**src/tbase_irq_consts.vh**
```
/*
  Constants for the time base and interrupt service block: register offsets,
  field positions, reset values and prescaler selections.
  Assumes inclusion by bare name from the design file.
*/
`ifndef TBASE_IRQ_CONSTS_VH
`define TBASE_IRQ_CONSTS_VH

`define OFF_TB0_CTRL 12'h000
`define OFF_TB1_CTRL 12'h004
`define OFF_PSC_SEL 12'h008
`define OFF_IRQ_CTRL 12'h00c
`define OFF_IRQ_FLAG 12'h010
`define OFF_IRQ_STAT 12'h014

`define BIT_RUN 7
`define SEL_HI 2
`define TB1_SHIFT 3'h4
`define TB_CTRL_RST 8'h00

`define PSC_SYS 2'h0
`define PSC_DIV4 2'h1
`define DIV4_LAST 2'h3

// Control register bits
`define C_GIE 0
`define C_SER_EN 1
`define C_TB0_EN 2
`define C_TB1_EN 3
`define C_MF_EN 4
`define C_SLEEP 5

// Flag register bits
`define F_SER 0
`define F_TB0 1
`define F_TB1 2
`define F_MF 3
`define F_EXT 4
`define NFLAG 5

// Vector codes
`define V_NONE 3'h0
`define V_SER 3'h1
`define V_TB0 3'h2
`define V_TB1 3'h3
`define V_MF 3'h4

`endif

```
**src/tbase_irq.v**
```verilog
/*
  Two time base generators plus interrupt request, service, return and
  wake-up logic, with an APB slave for its registers.
  Assumes a core that pulses irq_ack when it takes the vector shown on
  irq_vector, and pulses ret_plain / ret_irq for the two return kinds.
*/
// What this block does
// - Time base zero control bit 7 runs or stops generator zero.
// - Time base zero period is 2 to the field value prescaled ticks.
// - Time base one control bit 7 runs or stops generator one.
// - Time base one period is 2 to field plus four prescaled ticks.
// - Control bits 6 to 3 ignore writes and read zero.
// - Any serial condition raises the one serial request.
// - Serial vector taken only with global, serial enable, stack room, request.
// - Serial service clears its flag and the global enable.
// - Serial service leaves the serial status flags alone.
// - In sleep or idle, any flag rising makes a wake-up; the block has only the sleep bit (control bit 5) and no idle mode.
// - External edges set their flag even with the oscillator stopped; the block samples them on pclk, so pclk must run.
// - Enable bits never affect wake-up.
// - A set flag stays set until serviced or cleared by software.
// - Multi-function service clears only the multi-function flag.
// - Entry pushes only the program counter.
// - Return-from-irq restores the counter and sets the global enable.
// - Plain return restores the counter, global enable stays zero.
// - Prescaler source: system, system over four, or sub clock.
// - Overflow sets its flag; service clears it and the global enable.
`include "tbase_irq_consts.vh"
`timescale 1ns/1ps
`default_nettype none

module tbase_irq #(
  parameter TB_WIDTH = 11
) (
  input wire pclk,
  input wire presetn,
  input wire psel,
  input wire penable,
  input wire pwrite,
  input wire [11:0] paddr,
  input wire [31:0] pwdata,
  output reg [31:0] prdata,
  output reg pready,
  output reg pslverr,
  input wire sub_clock,
  input wire [5:0] serial_events,
  input wire ext_irq_edge,
  input wire mf_source,
  input wire stack_full,
  input wire irq_ack,
  input wire ret_plain,
  input wire ret_irq,
  output reg [2:0] irq_vector,
  output reg irq_request,
  output reg wakeup
);

  reg [7:0] tb0_ctrl_reg;
  reg [7:0] tb1_ctrl_reg;
  reg [1:0] prescaler_source_sel_reg;
  reg [5:0] ctrl_reg;
  reg [`NFLAG-1:0] flag_reg;
  reg [`NFLAG-1:0] flag_next;
  reg [`NFLAG-1:0] flag_prev_reg;
  reg [TB_WIDTH-1:0] cnt0_reg;
  reg [TB_WIDTH-1:0] cnt1_reg;
  reg [1:0] div4_reg;
  reg [1:0] sub_sync_reg;
  reg sub_prev_reg;
  reg [1:0] ext_sync_reg;
  reg ext_prev_reg;
  reg [2:0] vec_next;
  reg [31:0] rdata_next;
  reg slverr_next;
  reg prescaled_clock;
  reg tick0;
  reg tick1;

  wire global_irq_enable = ctrl_reg[`C_GIE];
  wire base_zero_run = tb0_ctrl_reg[`BIT_RUN];
  wire base_one_run = tb1_ctrl_reg[`BIT_RUN];
  wire [2:0] base_zero_period_sel = tb0_ctrl_reg[`SEL_HI:0];
  wire [2:0] base_one_period_sel = tb1_ctrl_reg[`SEL_HI:0];
  wire access = psel && penable && !pready;
  wire wr = access && pwrite;
  wire serial_hit = |serial_events;
  wire ext_rise = ext_sync_reg[1] && !ext_prev_reg;

  // Mask of the low bits that must be all ones at the end of a period
  function [TB_WIDTH-1:0] period_mask;
    input [3:0] expo;
    begin
      period_mask = ~({TB_WIDTH{1'b1}} << expo);
    end
  endfunction

  function overflow;
    input [TB_WIDTH-1:0] cnt;
    input [3:0] expo;
    begin
      overflow = ((cnt & period_mask(expo)) == period_mask(expo));
    end
  endfunction

  // Prescaler tick; the sub clock is slow and asynchronous, so its edge is sampled
  always @* begin
    case (prescaler_source_sel_reg)
      `PSC_SYS: prescaled_clock = 1'b1;
      `PSC_DIV4: prescaled_clock = (div4_reg == `DIV4_LAST);
      default: prescaled_clock = sub_sync_reg[1] && !sub_prev_reg;
    endcase
    tick0 = base_zero_run && prescaled_clock && overflow(cnt0_reg, {1'b0, base_zero_period_sel});
    tick1 = base_one_run && prescaled_clock &&
      overflow(cnt1_reg, {1'b0, base_one_period_sel} + {1'b0, `TB1_SHIFT});
  end

  // Highest priority pending vector; any service needs stack room
  always @* begin
    vec_next = `V_NONE;
    if (global_irq_enable && !stack_full) begin
      if (flag_reg[`F_SER] && ctrl_reg[`C_SER_EN])
        vec_next = `V_SER;
      else if (flag_reg[`F_TB0] && ctrl_reg[`C_TB0_EN])
        vec_next = `V_TB0;
      else if (flag_reg[`F_TB1] && ctrl_reg[`C_TB1_EN])
        vec_next = `V_TB1;
      else if (flag_reg[`F_MF] && ctrl_reg[`C_MF_EN])
        vec_next = `V_MF;
    end
  end

  // Flags: hardware set beats software and service clears
  always @* begin
    flag_next = flag_reg;
    if (wr && paddr == `OFF_IRQ_FLAG)
      flag_next = pwdata[`NFLAG-1:0];
    if (irq_ack) begin
      case (irq_vector)
        `V_SER: flag_next[`F_SER] = 1'b0;
        `V_TB0: flag_next[`F_TB0] = 1'b0;
        `V_TB1: flag_next[`F_TB1] = 1'b0;
        `V_MF: flag_next[`F_MF] = 1'b0;
        default: flag_next = flag_next;
      endcase
    end
    if (serial_hit)
      flag_next[`F_SER] = 1'b1;
    if (tick0)
      flag_next[`F_TB0] = 1'b1;
    if (tick1)
      flag_next[`F_TB1] = 1'b1;
    if (mf_source)
      flag_next[`F_MF] = 1'b1;
    if (ext_rise)
      flag_next[`F_EXT] = 1'b1;
  end

  always @* begin
    rdata_next = 32'h0000_0000;
    slverr_next = 1'b0;
    case (paddr)
      `OFF_TB0_CTRL: rdata_next[7:0] = tb0_ctrl_reg;
      `OFF_TB1_CTRL: rdata_next[7:0] = tb1_ctrl_reg;
      `OFF_PSC_SEL: rdata_next[1:0] = prescaler_source_sel_reg;
      `OFF_IRQ_CTRL: rdata_next[5:0] = ctrl_reg;
      `OFF_IRQ_FLAG: rdata_next[`NFLAG-1:0] = flag_reg;
      `OFF_IRQ_STAT: rdata_next[2:0] = irq_vector;
      default: slverr_next = 1'b1;
    endcase
  end

  always @(posedge pclk or negedge presetn) begin
    if (!presetn) begin
      tb0_ctrl_reg <= `TB_CTRL_RST;
      tb1_ctrl_reg <= `TB_CTRL_RST;
      prescaler_source_sel_reg <= `PSC_SYS;
      ctrl_reg <= 6'h00;
      flag_reg <= {`NFLAG{1'b0}};
      flag_prev_reg <= {`NFLAG{1'b0}};
      cnt0_reg <= {TB_WIDTH{1'b0}};
      cnt1_reg <= {TB_WIDTH{1'b0}};
      div4_reg <= 2'h0;
      sub_sync_reg <= 2'h0;
      sub_prev_reg <= 1'b0;
      ext_sync_reg <= 2'h0;
      ext_prev_reg <= 1'b0;
      prdata <= 32'h0000_0000;
      pready <= 1'b0;
      pslverr <= 1'b0;
      irq_vector <= `V_NONE;
      irq_request <= 1'b0;
      wakeup <= 1'b0;
    end else begin
      sub_sync_reg <= {sub_sync_reg[0], sub_clock};
      sub_prev_reg <= sub_sync_reg[1];
      ext_sync_reg <= {ext_sync_reg[0], ext_irq_edge};
      ext_prev_reg <= ext_sync_reg[1];
      div4_reg <= div4_reg + 2'h1;

      if (!base_zero_run)
        cnt0_reg <= {TB_WIDTH{1'b0}};
      else if (prescaled_clock)
        cnt0_reg <= cnt0_reg + {{(TB_WIDTH-1){1'b0}}, 1'b1};
      if (!base_one_run)
        cnt1_reg <= {TB_WIDTH{1'b0}};
      else if (prescaled_clock)
        cnt1_reg <= cnt1_reg + {{(TB_WIDTH-1){1'b0}}, 1'b1};

      pready <= access;
      if (access) begin
        prdata <= pwrite ? 32'h0000_0000 : rdata_next;
        pslverr <= slverr_next;
      end else begin
        pslverr <= 1'b0;
      end
      if (wr) begin
        case (paddr)
          `OFF_TB0_CTRL: tb0_ctrl_reg <= {pwdata[`BIT_RUN], 4'h0, pwdata[`SEL_HI:0]};
          `OFF_TB1_CTRL: tb1_ctrl_reg <= {pwdata[`BIT_RUN], 4'h0, pwdata[`SEL_HI:0]};
          `OFF_PSC_SEL: prescaler_source_sel_reg <= pwdata[1:0];
          default: prescaler_source_sel_reg <= prescaler_source_sel_reg;
        endcase
      end

      // Service and the return-from-irq act on the global enable; only the PC is stacked by the core
      if (irq_ack && irq_vector != `V_NONE)
        ctrl_reg[`C_GIE] <= 1'b0;
      else if (ret_irq)
        ctrl_reg[`C_GIE] <= 1'b1;
      else if (wr && paddr == `OFF_IRQ_CTRL)
        ctrl_reg <= pwdata[5:0];
      // A plain return leaves the global enable as it is

      flag_reg <= flag_next;
      flag_prev_reg <= flag_reg;
      irq_vector <= irq_ack ? `V_NONE : vec_next;
      irq_request <= !irq_ack && (vec_next != `V_NONE);
      // In sleep, any rising flag wakes; enables are not looked at, preset flags cannot rise
      wakeup <= ctrl_reg[`C_SLEEP] && |(flag_reg & ~flag_prev_reg);
    end
  end

endmodule // tbase_irq

`default_nettype wire

```
**config.mk**
```make
export PLATFORM = sky130hd
export DESIGN_NAME = tbase_irq
export DESIGN_NICKNAME = d
export VERILOG_FILES = /design/src/tbase_irq.v
export VERILOG_INCLUDE_DIRS = /design/src
export SDC_FILE = /design/constraint.sdc
export NUM_CORES = 1
export LEC_CHECK = 0
export ABC_AREA = 1
export CORE_MARGIN = 3
export CORE_UTILIZATION = 40
export DETAILED_ROUTE_END_ITERATION = 10
export DONT_BUFFER_PORTS = 1
export SLEW_MARGIN = 20
export SYNTH_ARGS = -nofsm -noshare
export SYNTH_HDL_FRONTEND = slang
export SYNTH_SLANG_ARGS = --single-unit
```
**constraint.sdc**
```tcl
create_clock -name pclk -period 3.6 [get_ports pclk]
set_input_delay 0.72 -clock pclk [delete_from_list [all_inputs] [get_ports pclk]]
set_output_delay 0.72 -clock pclk [all_outputs]
set_load 0.02 [all_outputs]
```
==> impl_metrics.toml, run 1 <==
[placement]
routabilityCongestion = 0.832
post-dp-hpwl_um = 5470
dp.cells = 521
port_buffers = 0

[worst_setup_path]
cpMostUsedCell = "nor2_1"
critPathSlowestCell = "dfrtp_1"
timing.rr.end = "ctrl_reg[5]$_DFFE_PN0P_"
start_kind = "flop"
r2r-start = "irq_vector[0]$_DFF_PN0_"
worstRegToRegCells = 6
critPathArrivalTime_ps = 1940
end_kind = "flop"
r2r_slack_ps = 1900
critical_path_required_ps = 3840
path_cells = "nor2_1 -> a21boi_0 -> nor2_1 -> nand4_4 -> nor2_1 -> a21oi_1"
cpPeakStageDelay_ps = 520
criticalPathCategory = "reg -> reg"
crit_path_max_fanout = 10

[hold_path]
hp-class = "in -> async"

[routing]
num_vias = 2634
drt_iter0_markers = 123
dr.pass1.iters = 4
ant_nets = 0
drc = 0
vias_per_cell = 4.91
detail_route.wl_per_cell_um = 13.7
routed_wl_um = 7340

[timing]
fin_crit_ps = 1700
max-slew-margin-rel = 0.648
skew_ps = 10.9
drv_slew = 0
hold_viol = 0
fmax_mhz = 587
worst_slew_pin_slew_ps = 526
rsz0062_at_grt = "false"
setup_violations = 0
finalCritPeriodShare = 0.473
timing.setup.tns_ps = 0
whs_ps = 51.4

[final_layout]
syn2layout_area_growth_pct = 5.73
final_common_cell = "nand2_1"
final_nets = 492
layout.cells.non_filler = 537
final_cell_mix = "nand2_1 (98), dfrtp_1 (66), inv_1 (47), nor2_1 (43), o21ai_0 (32)"
drive_gt1_frac = 0.0880
largest_reg_flops = 11
diodes = 0

[power_and_ir_drop]
p_total_uw = 1460
max-vdd-ir-drop_mv = 0.178
power.leakage_uw = 0.00174
powerDensity_nw_per_um2 = 395

[synthesis]
synth.area.mux_share = 0
synthAdderAreaFrac = 0.0107
synthDominantCellAreaShare = 0.473
synth_top_family_by_area = "simple AND/OR/NAND/NOR gates"
synth_xor_xnor_area_share = 0.00251
synth.area.top_cells = "dfrtp_1 (47%), nand2_1 (11%), buf_4 (5.4%)"
avgSynthCellArea_um2 = 8.28
yosys_warnings = 0
postSynthCellCount = 422
yosys.area.top_type = "dfrtp_1"
ys_types = 39
ys_ff_latch = 66
ys_seq_area_frac = 0.473
synth-compound-area-share = 0.102
synthSimpleGateAreaFrac = 0.296
syn-cell-area_um2 = 3490

[die]
design.core.area_um2 = 8340
dieWidth_um = 99.5
ios = 101
initial_core_util = 0.419
die_area_um2 = 9890
rows = 33
chipHeight_um = 99.5

[global_route]
grt_pass1_vias = 2469
grt.overflow.total = 0
antenna_found_initial = 0
grt_max_degree = 67
grt_pass1_wl_um = 12200
grtUsageTotal = 0.158

[clocking]
root_buffer = "clkbuf_8"
cts_tree = "yes"
cts_resized = 0
cts.htree.levels = 3
cts.sinks = 66
worstSkewPairLatency_ps = 360
postCtsHoldBufs = 0
cts_made_buffers = 9
clockBufferDepth = 2
cts_setup_buffers = 0
path_clk_slew_ps = 80

[status]
status = "complete, no violations"

[run]
drv_cap = 0
[routing by layer]
layer / share of wire / wire length, µm / global-route usage
met1: 0.47 / 3460 / 0.215
met2: 0.45 / 3270 / 0.237
met3: 0.071 / 520 / 0.0624
met4: 0.012 / 89 / 0.0410
met5: 0 / 0 / 0
[cell families (layout without fill, tap and decap cells)]
kind of cell,count (synthesis),after routing
fa+ha+maj,3,3
flops,66,66
simple gates,210,210
other cells,1,25
buf+inv,77,63
xor+xnor,1,1
compound gates,64,64
[metrics by stage]
stage,util,instance area [µm²],setup WS [ps]
2_1_floorplan,-,3580,1910
3_3_place_gp,0.418,3490,1670
3_5_place_dp,0.418,3490,1650
4_1_cts,0.443,3690,1900
5_1_grt,0.443,3690,1680
6_report,0.443,3690,1900
[critical path: cells and delay by family (launching register included)]
kind	cells	cell delay [ps]
AOI/OAI and AO/OA	2	230
and+or+nand+nor	4	820
DFF	1	520
[worst max-delay path by stage]
stage / startpoint / to / slack, ps
after CTS: div4_reg[0]$_DFF_PN0_ / cnt0_reg[6]$_DFFE_PN0P_ / 1900
after global routing: div4_reg[0]$_DFF_PN0_ / cnt0_reg[6]$_DFFE_PN0P_ / 1680
final: irq_vector[0]$_DFF_PN0_ / ctrl_reg[5]$_DFFE_PN0P_ / 1900
after floorplan: paddr[11] / ctrl_reg[5]$_DFFE_PN0P_ / 1910
after detailed placement: paddr[11] / prescaler_source_sel_reg[1]$_DFFE_PN0P_ / 1650
after global placement: paddr[11] / prescaler_source_sel_reg[1]$_DFFE_PN0P_ / 1670
[where the power goes]
group / internal (µW) / switching (µW) / total [µW] / leakage, µW
Clock: 356 / 290 / 647 / 0.0000986
Sequential: 747 / 4.52 / 751 / 0.000832
Combinational: 10.5 / 49.7 / 60.2 / 0.000813
[synth_stat cells, drive strengths merged]
library cell,number
dfrtp,66
a21boi,2
inv,47
o21bai,1
clkbuf,1
nand3b,1
conb,1
nand4,9
nor3,8
nor4,2
nand2,103
buf,29
a31oi,2
nand3,32
nor2,52
o21ai,39
and2,1
a21oi,13
o22ai,1
o211ai,4
and3,1
xor2,1
ha,3
o221ai,2
nor3b,1
[layout make-up]
type / count / area [µm²]
Inverter: 47 / 176
Tap cell: 105 / 131
Multi-Input combinational cell: 303 / 1530
Fill cell: 842 / 4650
Sequential cell: 66 / 1650
Clock buffer: 12 / 155
Clock inverter: 4 / 50.0
(Power assumes the default switching activity.)
==> run 2, diff against run 1 <==
- clock period: 3.6 -> 1.8 ns (I/O delays scaled with it)
==> run 2 against run 1 <==
Cell area increased by 1.8%. Total power is 110% higher. Setup slack worse by 1700 ps. Utilization rose by 0.78 points. Die area unchanged. Via count is 1.3% higher. Combinational power is 110% higher. Final cell count grew 1.1%. Fmax up 8.6%. Clock-buffer cell count is 3 lower. The flow now finishes with violations (negative hold slack). Sequential cell count did not move. Clock power rose by 110%.
==> impl_metrics.toml, run 2 (synthesis results as in run 1) <==
[worst_setup_path]
path_cells = "nor2_1 -> a21boi_0 -> nor2_1 -> nand4_4 -> nor2_1 -> a21oi_1"
crit_path_max_fanout = 10
end_kind = "flop"
critical_path_required_ps = 2020
criticalPathCategory = "reg -> reg"
worstRegToRegCells = 6
critPathArrivalTime_ps = 1790
cpMostUsedCell = "nor2_1"
cpPeakStageDelay_ps = 380
critPathSlowestCell = "dfrtp_1"
start_kind = "flop"

[routing]
ant_nets = 0
num_vias = 2669
routed_wl_um = 7260
vias_per_cell = 4.92
dr.pass1.iters = 4
drc = 0
drt_iter0_markers = 178
detail_route.wl_per_cell_um = 13.4

[clocking]
clockBufferDepth = 2
cts_setup_buffers = 0
cts.htree.levels = 3
worstSkewPairLatency_ps = 340
cts_made_buffers = 9
cts_resized = 0
cts_tree = "yes"
root_buffer = "clkbuf_8"
cts.sinks = 66
path_clk_slew_ps = 80

[status]
failed_checks = "negative hold slack"
status = "finished with violations"

[die]
design.core.area_um2 = 8340
ios = 101
rows = 33
dieWidth_um = 99.5
chipHeight_um = 99.5
die_area_um2 = 9890
initial_core_util = 0.419

[timing]
hold_viol = 66
fin_crit_ps = 1570
setup_violations = 0
finalCritPeriodShare = 0.871
timing.setup.tns_ps = 0
whs_ps = -288
drv_slew = 0
skew_ps = 10.5
rsz0062_at_grt = "false"
fmax_mhz = 638

[final_layout]
final_cell_mix = "nand2_1 (98), dfrtp_1 (66), inv_1 (47), nor2_1 (43), o21ai_0 (32)"
layout.cells.non_filler = 543
num-fill-cells = 851
final_common_cell = "nand2_1"
final_nets = 498
largest_reg_flops = 11
diodes = 0
syn2layout_area_growth_pct = 7.59
fin_util = 0.451
drive_gt1_frac = 0.103

[global_route]
grt_pass1_vias = 2616
antenna_found_initial = 0
grt_pass1_wl_um = 12500
grt_max_degree = 67
grt.overflow.total = 0
grtUsageTotal = 0.160

[hold_path]
hp-class = "in -> async"

[power_and_ir_drop]
switching_share = 0.234
power.switching_uw = 707
p_int_uw = 2310
max-vdd-ir-drop_mv = 0.375
pwr-share-clk = 0.461
power.leakage_uw = 0.00178
seqPwrFrac = 0.497
powerDensity_nw_per_um2 = 802
p_total_uw = 3010
p_comb_frac = 0.042

[placement]
routabilityCongestion = 0.867
post-dp-hpwl_um = 5550
port_buffers = 0
dp.cells = 527

[run]
drv_cap = 0
## run 2: metal layers
layer | wire length (µm) | global-route usage | up-vias
li1 | - | - | 1343
met1 | 3280 | 0.219 | 1244
met2 | 3330 | 0.243 | 76
met3 | 554 | 0.0421 | 6
met4 | 91 | 0.0599 | 0
met5 | 0 | 0 | -
## run 2: through the flow
stage          worst slack [ps]  hold WS [ps]  area, µm²
6_report                    232          -288       3760
5_1_grt                    53.8          -315       3760
4_1_cts                     234          -309       3760
3_5_place_dp                288          67.0       3530
3_3_place_gp                301          68.2       3530
2_1_floorplan               408          64.4       3580
## run 2: cell type report
type,count,area [µm²],share of cell area
Clock buffer,9,124,0.0329
Multi-Input combinational cell,303,1530,0.407
Clock inverter,7,101,0.0270
Sequential cell,66,1650,0.439
Tap cell,105,131,0.0349
Inverter,47,176,0.0469
Timing Repair Buffer,6,45.0,0.0120
## run 2: path summary, 6_finish.rpt
| path | start | endpoint | slack [ps] |
|---|---|---|---|
| max in group asynchronous | presetn | prdata[5]$_DFFE_PN0P_ | 1970 |
| hold reg to reg | sub_sync_reg[0]$_DFF_PN0_ | sub_sync_reg[1]$_DFF_PN0_ | 350 |
| hold / removal | presetn | flag_reg[0]$_DFF_PN0_ | -290 |
| min in group pclk | ext_irq_edge | ext_sync_reg[0]$_DFF_PN0_ | 40 |
| setup reg to reg | irq_vector[1]$_DFF_PN0_ | ctrl_reg[5]$_DFFE_PN0P_ | 230 |
| setup / recovery | irq_vector[1]$_DFF_PN0_ | ctrl_reg[5]$_DFFE_PN0P_ | 230 |
## run 2: power groups by stage
stage / combinational (µW) / clock [µW] / sequential (µW)
finish: 126 / 1390 / 1500
global route: 138 / 1500 / 1500
CTS: 125 / 1430 / 1500
detailed placement: 125 / 0 / 1530
global placement: 124 / 0 / 1530
floorplan: 150 / 0 / 1530
## run 2: worst max-delay path, delay by kind of cell (launching register included)
kind             cells  cell delay, ps
flip-flops           1             380
AND/OR/NAND/NOR      4             840
AO/OA/AOI/OAI        2             230
